--- config.mk ---
export PLATFORM = sky130hd
export DESIGN_NAME = psbo_byte_order
export DESIGN_NICKNAME = d
export VERILOG_FILES = /design/src/shared/psbo_pkg.sv /design/src/rtl/psbo_byte_order.sv
export SDC_FILE = /design/constraint.sdc
export NUM_CORES = 1
export LEC_CHECK = 0
export BUFFER_PORTS_ARGS = -buffer_cell sky130_fd_sc_hd__buf_2
export CAP_MARGIN = 20
export CORE_UTILIZATION = 55
export DETAILED_ROUTE_END_ITERATION = 8
export PLACE_DENSITY = 0.79
export REMOVE_ABC_BUFFERS = 1
export SYNTH_ARGS = -nofsm -noshare
export SYNTH_HDL_FRONTEND = slang
export SYNTH_SLANG_ARGS = --single-unit
--- constraint.sdc ---
create_clock -name sys_clk_in -period 2.8 [get_ports sys_clk_in]
set_input_delay 0.14 -clock sys_clk_in [delete_from_list [all_inputs] [get_ports sys_clk_in]]
set_output_delay 0.14 -clock sys_clk_in [all_outputs]
set_load 0.01 [all_outputs]
--- src/shared/psbo_pkg.sv ---
package psbo_pkg;

   // Pixel depth selection codes.
   typedef enum logic [1:0] {
      PSBO_BPP16 = 2'b00,
      PSBO_BPP18 = 2'b01,
      PSBO_BPP24 = 2'b10
   } psbo_bpp_t;

   // Incoming pixel word: 8 bits per colour, narrower depths use the top bits.
   typedef struct packed {
      logic [7:0] red;
      logic [7:0] green;
      logic [7:0] blue;
   } psbo_pixel_t;

   localparam int PSBO_BUF_DEPTH  = 2;
   localparam int PSBO_BIT_CNT_W  = 3;
   localparam int PSBO_ACC_W      = 32;
   localparam int PSBO_LVL_W      = 6;
   localparam logic [2:0] PSBO_LAST_BIT = 3'h7;
   localparam logic [5:0] PSBO_LVL_BYTE = 6'h08;
   localparam logic [5:0] PSBO_LVL_16   = 6'h10;
   localparam logic [5:0] PSBO_LVL_18   = 6'h12;
   localparam logic [5:0] PSBO_LVL_24   = 6'h18;

endpackage

--- src/rtl/psbo_byte_order.sv ---
`timescale 1ns/1ps

module psbo_byte_order
   import psbo_pkg::*;
(
   input  wire logic        sys_clk_in,
   input  wire logic        rst_b_in,
   input  wire psbo_bpp_t   bpp_sel_in,
   input  wire logic        byte_order_select_in,
   input  wire logic        rgb_swap_select_in,
   input  wire psbo_pixel_t pix_data_in,
   input  wire logic        pix_valid_in,
   output logic             pix_ready_out,
   output logic             ser_data_out,
   output logic             ser_valid_out,
   input  wire logic        ser_ready_in,
   output logic             ser_byte_start_out
);

   ////////////////////////////////////////////////////////////////////////////
   // State.

   // All state lives in one packed struct: buffer, accumulator and serialiser.
   // The accumulator holds the bits that wait for the shift register, first bit
   // at its top, and level counts them.
   typedef struct packed {
      logic [PSBO_BUF_DEPTH-1:0][23:0] buf_data;
      logic [PSBO_BUF_DEPTH-1:0][5:0]  buf_len;
      logic                            wr_ptr;
      logic                            rd_ptr;
      logic [1:0]                      count;
      logic [PSBO_ACC_W-1:0]           acc;
      logic [PSBO_LVL_W-1:0]           level;
      logic [7:0]                      shreg;
      logic [PSBO_BIT_CNT_W-1:0]       bit_cnt;
      logic                            busy;
      logic                            ser_bit;
      logic                            ser_start;
   } psbo_state_t;

   psbo_state_t state_q;
   psbo_state_t state_d;

   ////////////////////////////////////////////////////////////////////////////
   // Arrangement of one pixel into a left-aligned bit string, first bit at the
   // top. Returns the string; its length follows from the depth.
   // Narrower depths use the upper bits of each colour, and the unused tail of
   // the string stays zero so that it can be ORed into the accumulator.

   function automatic logic [23:0] psbo_arrange(input psbo_pixel_t p,
                                                input psbo_bpp_t   bpp,
                                                input logic        ord,
                                                input logic        swp);
      logic [4:0]  r5;
      logic [5:0]  g6;
      logic [4:0]  b5;
      logic [23:0] res;
      r5  = p.red[7:3];
      g6  = p.green[7:2];
      b5  = p.blue[7:3];
      res = 24'h000000;
      case (bpp)
         PSBO_BPP16: begin
            case ({ord, swp})
               2'b10:   res = {r5, g6, b5, 8'h00};
               2'b00:   res = {g6[2:0], b5, r5, g6[5:3], 8'h00};
               2'b11:   res = {b5, g6, r5, 8'h00};
               default: res = {g6[2:0], r5, b5, g6[5:3], 8'h00};
            endcase
         end
         PSBO_BPP18: begin
            // Only the swap setting chooses the 18 bpp layout. Order 0 has no
            // layout of its own here and reuses that of order 1, so software
            // must not count on a distinct order 0 packing at this depth.
            if (swp) begin
               res = {p.blue[7:2], p.green[7:2], p.red[7:2], 6'h00};
            end else begin
               res = {p.red[7:2], p.green[7:2], p.blue[7:2], 6'h00};
            end
         end
         default: begin
            case ({ord, swp})
               2'b10:   res = {p.red, p.green, p.blue};
               2'b00:   res = {p.blue, p.green, p.red};
               2'b11:   res = {p.blue, p.green, p.red};
               default: res = {p.red, p.green, p.blue};
            endcase
         end
      endcase
      return res;
   endfunction

   // Number of bits one pixel adds to the stream at the given depth. It is
   // taken when the pixel enters the buffer, so a later depth change cannot
   // misalign the entries that are already waiting.
   function automatic logic [5:0] psbo_len(input psbo_bpp_t bpp);
      logic [5:0] len;
      case (bpp)
         PSBO_BPP16: len = PSBO_LVL_16;
         PSBO_BPP18: len = PSBO_LVL_18;
         default:    len = PSBO_LVL_24;
      endcase
      return len;
   endfunction

   ////////////////////////////////////////////////////////////////////////////
   // Two-entry buffer handshakes.

   logic        buf_push;
   logic        buf_pop;
   logic        room;
   logic [23:0] arranged;

   // The host sees ready while the buffer holds fewer than two pixels. Ready
   // depends on registered state only, never on pix_valid_in, so no
   // combinational loop can form through the host's handshake.
   assign pix_ready_out = (state_q.count != 2'h2);
   assign buf_push      = pix_valid_in && pix_ready_out;
   // The packer takes a pixel only when the accumulator has room for 24 bits,
   // so a stalled receiver backs up into the buffer and then the host.
   assign room     = (state_q.level <= PSBO_LVL_BYTE);
   assign buf_pop  = (state_q.count != 2'h0) && room;
   assign arranged = state_q.buf_data[state_q.rd_ptr];

   ////////////////////////////////////////////////////////////////////////////
   // Next state.

   // Three steps run in a fixed order within one cycle. First the serialiser
   // retires the bit the receiver has just taken. Then, if the shift register
   // is free, the oldest eight accumulated bits move into it, so a new byte
   // starts in the cycle right after the last bit of the one before. Last, a
   // buffered pixel is appended behind whatever bits still wait. Loading before
   // appending keeps the accumulator within its 32 bits: a pixel is appended
   // only when at most eight bits wait, and the load can only lower that, so
   // eight plus the 24 bits of the deepest pixel never overflow. The price is
   // one cycle without a pop when nine to sixteen bits wait.
   always_comb begin
      logic [5:0]  lvl;
      logic [31:0] acc;
      logic [31:0] ins;
      state_d = state_q;
      lvl     = state_q.level;
      acc     = state_q.acc;
      ins     = 32'h00000000;

      if (buf_push) begin
         state_d.buf_data[state_q.wr_ptr] = psbo_arrange(pix_data_in, bpp_sel_in,
                                                         byte_order_select_in,
                                                         rgb_swap_select_in);
         state_d.buf_len[state_q.wr_ptr] = psbo_len(bpp_sel_in);
         state_d.wr_ptr = ~state_q.wr_ptr;
      end
      // Buffer occupancy; a push and a pop in one cycle leave it unchanged.
      state_d.count = state_q.count + {1'b0, buf_push} - {1'b0, buf_pop};

      // Serialiser: one bit a cycle while the receiver accepts.
      // The byte-start pulse lasts one cycle even when the receiver stalls on
      // the first bit, so a listener must latch it together with that bit.
      state_d.ser_start = 1'b0;
      if (state_q.busy && ser_ready_in) begin
         state_d.shreg   = {1'b0, state_q.shreg[7:1]};
         state_d.ser_bit = state_q.shreg[1];
         state_d.bit_cnt = state_q.bit_cnt + 3'h1;
         if (state_q.bit_cnt == PSBO_LAST_BIT) begin
            state_d.busy = 1'b0;
         end
      end

      // Load the next byte from the top of the accumulator once idle.
      // A partial byte at 18 bpp waits here until more pixels arrive; a stream
      // that stops in mid-byte keeps its last bits until then.
      if (!state_d.busy && (lvl >= PSBO_LVL_BYTE)) begin
         state_d.shreg     = acc[31:24];
         state_d.ser_bit   = acc[24];
         state_d.bit_cnt   = 3'h0;
         state_d.busy      = 1'b1;
         state_d.ser_start = 1'b1;
         acc = {acc[23:0], 8'h00};
         lvl = lvl - PSBO_LVL_BYTE;
      end

      // Append the next pixel right behind the bits still waiting.
      if (buf_pop) begin
         ins = {arranged, 8'h00} >> lvl;
         acc = acc | ins;
         lvl = lvl + state_q.buf_len[state_q.rd_ptr];
         state_d.rd_ptr = ~state_q.rd_ptr;
      end
      // Commit the working copies of accumulator and level.
      state_d.acc   = acc;
      state_d.level = lvl;
   end

   ////////////////////////////////////////////////////////////////////////////
   // Registers.

   // One register for the whole state. The reset loads constants only, which
   // leaves the buffer empty, the accumulator clear and the serial side idle
   // with ready high towards the host.
   always_ff @(posedge sys_clk_in or negedge rst_b_in) begin
      if (!rst_b_in) begin
         state_q <= '0;
      end else begin
         state_q <= state_d;
      end
   end

   ////////////////////////////////////////////////////////////////////////////
   // Outputs.

   // Data outputs come straight from flip-flops. A stalled receiver sees data
   // and valid hold, since neither changes until ser_ready_in is sampled high.
   assign ser_data_out       = state_q.ser_bit;
   assign ser_valid_out      = state_q.busy;
   assign ser_byte_start_out = state_q.ser_start;

endmodule

* Word level (Yosys, flattened, before mapping) *
Cells that the tools add are included.

storage, ports and cells
  input port bits = 32
  register bits = 116
  output and inout bits = 4

operators by class
  add/sub/neg operators = 5
  shifts and indexed selects = 1
  mux-type cells = 24
  equality and inequality tests = 5
  bitwise gates (word level) = 3
  $lt $le $gt $ge = 5
  reduce and logical (&&, ||, !) cells = 11

operators with widths
  kind                   count
  $mux W24               6
  $pmux W24 S3           1
  $mux W32               2
  $bwmux W48             1
  $pmux W24 S2           1
  $mux W6                6
  $or A32 B32 Y32        1
  $shr A32 B6 Y32        1
  $demux W24 S1          1
  $mux W14               1
  $mux W13               1
  $bwmux W12             1
  $pmux W4 S2            1
  $add A6 B6 Y6          1
  $demux W6 S1           1
  $ge A6 B4 Y1 const B   1
  $le A6 B4 Y1 const B   1
  $sub A6 B4 Y6 const B  1
  $logic_and A1 B1 Y1    5
  $eq A2 B2 Y1 const B   2
  $logic_not A2 Y1       2
  $lt A1 B2 Y1 const B   2
  $reduce_bool A2 Y1     2
  $add A3 B1 Y3 const B  1
  10 further kinds       11

* Depth between registers and ports, before layout *
  depth in word-level cells = 9
  mapped depth = 11
  mapped depth without buffers = 8

* Worst setup path after synthesis *
OpenSTA, ideal clock, no wires.

  path kind = reg2reg
  start point = register state_q[3] (netlist bit)
  end point = register state_q[26] (netlist bit)
  setup slack = 0.321 ns
  path buffers = 0
  setup time = 0.122 ns
  arrival = 2.358 ns
  cell stages (with the launch flop) = 8
  path through = dfrtp_1 ha_1 ha_1 a21bo_2 mux2_4 mux2_1 mux4_2 a32o_1

RTL lines
  element                   line                    text
  start: declaration        psbo_byte_order.sv:41   psbo_state_t state_q;
  start signal: assignment  psbo_byte_order.sv:204  state_q <= state_d;

==> out/results.tsv <==
metric	value	unit
Routed Antenna Nets	0	
First-pass DRT Iterations	8	
clock power share	17.6	%
register area share after synthesis	40.9	%
Placer Congestion	0.922	
actual slew at the worst max-slew pin	0.708	ns
clk sink count	108	
Hold WC Path Type	in -> reg	
Req. time, crit path	3.04	ns
drt via density	6.28	
largest family of logic cells by synthesized area	multiplexers	
routed wire length	15800	um
Max-cap violations	0	
area fraction in compound gates after synthesis	16.8	%
initial DRC count	387	
Placed Area	0.00689	mm^2
DR WL/cell	18.5	um
top post-synthesis cells by count	108 x dfrtp_1, 108 x nand2_1, 89 x mux2i_1	
switching share of power	40.4	%
leading area contributor after synthesis	dfrtp_1	
Synth Area in XOR/XNOR	0.929	%
sequential power share	33.0	%
Inserted Clock Buffers	9	
Critical Path AT	2.96	ns
Clock Pin Slew Worst Setup and Hold Paths	0.07	ns
initial antenna violation count	0	
TritonCTS clock tree	done	
top post-synthesis cells by area	dfrtp_1 41%, mux2i_1 13%, mux2_2 7.2%	
final hold slack	0.0937	ns
worst r2r path cells	7	
ys flop type	dfrtp_1	
first-pass GRT wire length	26800	um
Final Hold Viols	0	
I/O Pins	36	
dpl hpwl	11400	um
Post-Synth Adder-Cell Area	2.39	%
number of enable flip-flop cells after synthesis	0	
max_slew headroom	52.7	%
largest net degree at the start of global routing	62	
Final Cell Area	0.00724	mm^2
Pins Over Slew Limit	0	
Leak	3.21	nW
Distinct cells, synth	50	
post-synthesis mux area share	22.6	%
Final Setup Violations	0	
synthesis-to-layout area growth	9.65	%
multi-input logic area	0.00363	mm^2
final worst slack	0.0809	ns
Storage cell area	0.00270	mm^2
Die Height	112	um
Clock Latency Late Sink	0.36	ns
unrepaired setup endpoints after global routing	false	
min Tclk post-route	2.72	ns
Mapped Area	0.00660	mm^2
dpl cells	837	
mean post-synth cell area	9.48	um^2
Critical Path Source Type	flip-flop	
gr usage total	26.8	%
pre-CTS setup slack	0.104	ns
Comb pwr share	49.4	%
Starting Density	57.1	%
setup repair bufs after CTS	0	
Max VDD drop	0.430	mV
FFs w/ async S/R, synth	100	%
Core Util, Final	62.6	%
Synth Area in Simple Gates	12.3	%
synthesized flop and latch total	108	
Core Region	0.0116	mm^2
Root Buffer	clkbuf_16	
P_int	4.78	mW
layout cells sized above 1	17.6	%
status	complete, but fails checks	
total net switching power	3.24	mW
vias in the first global route	5374	
fill count	973	
Port Buffers	35	
Chip Width	112	um
maximum operating frequency	368	MHz
Crit Path Class	reg -> reg	
H-tree Lvls	3	
Final nets	749	
fin cells	854	
Overflow after GRT	0	
via count	5360	
number of remaining DRC errors	4	
setup_tns	0	ns
CTS max path bufs	2	
period utilization	97.1	%
Row Count	39	
Pwr Total	8.01	mW
failing checks	design-rule violations	
crit-path max FO	21	
clock skew	0.00690	ns
Hold Path Depth	3	
PwrDens	1110	mW/mm^2
Diodes inserted	0	
die area	0.0124	mm^2
Synth warnings	0	
cells after synthesis	696	
Critical Path Sink Type	flip-flop	
top cell type's share of synthesized area	40.9	%
cell usage in the layout (no fill, tap or decap), types with 3 or more instances in the layout:
cell type,instances
nor2_1,47
o311ai_0,6
or2_2,6
and2_1,4
o21ai_0,75
nor3_1,3
nand2_1,108
a221oi_1,10
inv_1,10
dfrtp_1,108
nand2b_1,5
xnor2_1,6
o221ai_1,10
a222oi_1,9
clkbuf_16,9
mux4_2,4
a21oi_1,14
nand3_1,9
o31ai_1,4
nor2b_1,4
mux2_2,42
o22ai_1,14
a211oi_1,4
buf_4,17
mux2i_1,89
buf_2,34
a22oi_1,6
ha_1,11
area by class of cell:
type | instances | area share (%)
clock buffer | 10 | 3.30
clock inverter | 6 | 1.31
inverter | 12 | 0.622
multi-input combinational | 521 | 50.1
sequential | 108 | 37.3
tap | 143 | 2.47
timing repair buffer | 54 | 4.81
metal layers:
metal  part of all wire (%)  global-route usage [%]
met2                     49                    45.5
met5                      0                       0
met1                     43                    35.0
met4                    1.6                    10.5
met3                    5.8                    3.38
flip-flops by register name, indices dropped and copies added (netlist names):
register and flops:
ser_byte_start_out 1, state_q 106, ser_valid_out 1
what timing repair did:
action                    in CTS  in global routing
resized for setup              0                  0
hold buffers                   1                  0
hold endpoints to repair      47                  0
critical path, cell delays in order, from the launching register on:
cell and delay [ns]:
dfrtp_1 0.39, ha_1 0.21, ha_1 0.20, a21bo_2 0.27, mux2_4 0.43, mux2_1 0.36
mux4_2 0.47, a32o_1 0.27
power by group through the flow:
stage | sequential [mW] | clock (mW) | combinational (mW)
floorplan | 2.69 | 0 | 2.75
global placement | 2.62 | 0 | 3.72
detailed placement | 2.67 | 0 | 3.91
CTS | 2.64 | 1.43 | 3.94
global route | 2.73 | 1.48 | 4.39
finish | 2.65 | 1.41 | 3.96
worst paths after layout:
| path | slack (ns) | endpoint | startpoint |
|---|---|---|---|
| max | 0.08 | state_q[26] | state_q[3] |
| min | 0.09 | state_q[5] | ser_ready_in |
| max reg2reg | 0.08 | state_q[26] | state_q[3] |
| min reg2reg | 0.47 | state_q[66] | state_q[66] |
| max in group asynchronous | 1.72 | state_q[103] | rst_b_in |
| min in group asynchronous | 0.34 | state_q[5] | rst_b_in |
cells by family after synthesis:
family,after synthesis
flip-flops,108
buffers and inverters,67
AO/OA/AOI/OAI,170
adder cells (fa/ha/maj),13
multiplexers,138
AND/OR/NAND/NOR,193
XOR/XNOR,7
(Power assumes the default switching activity.)
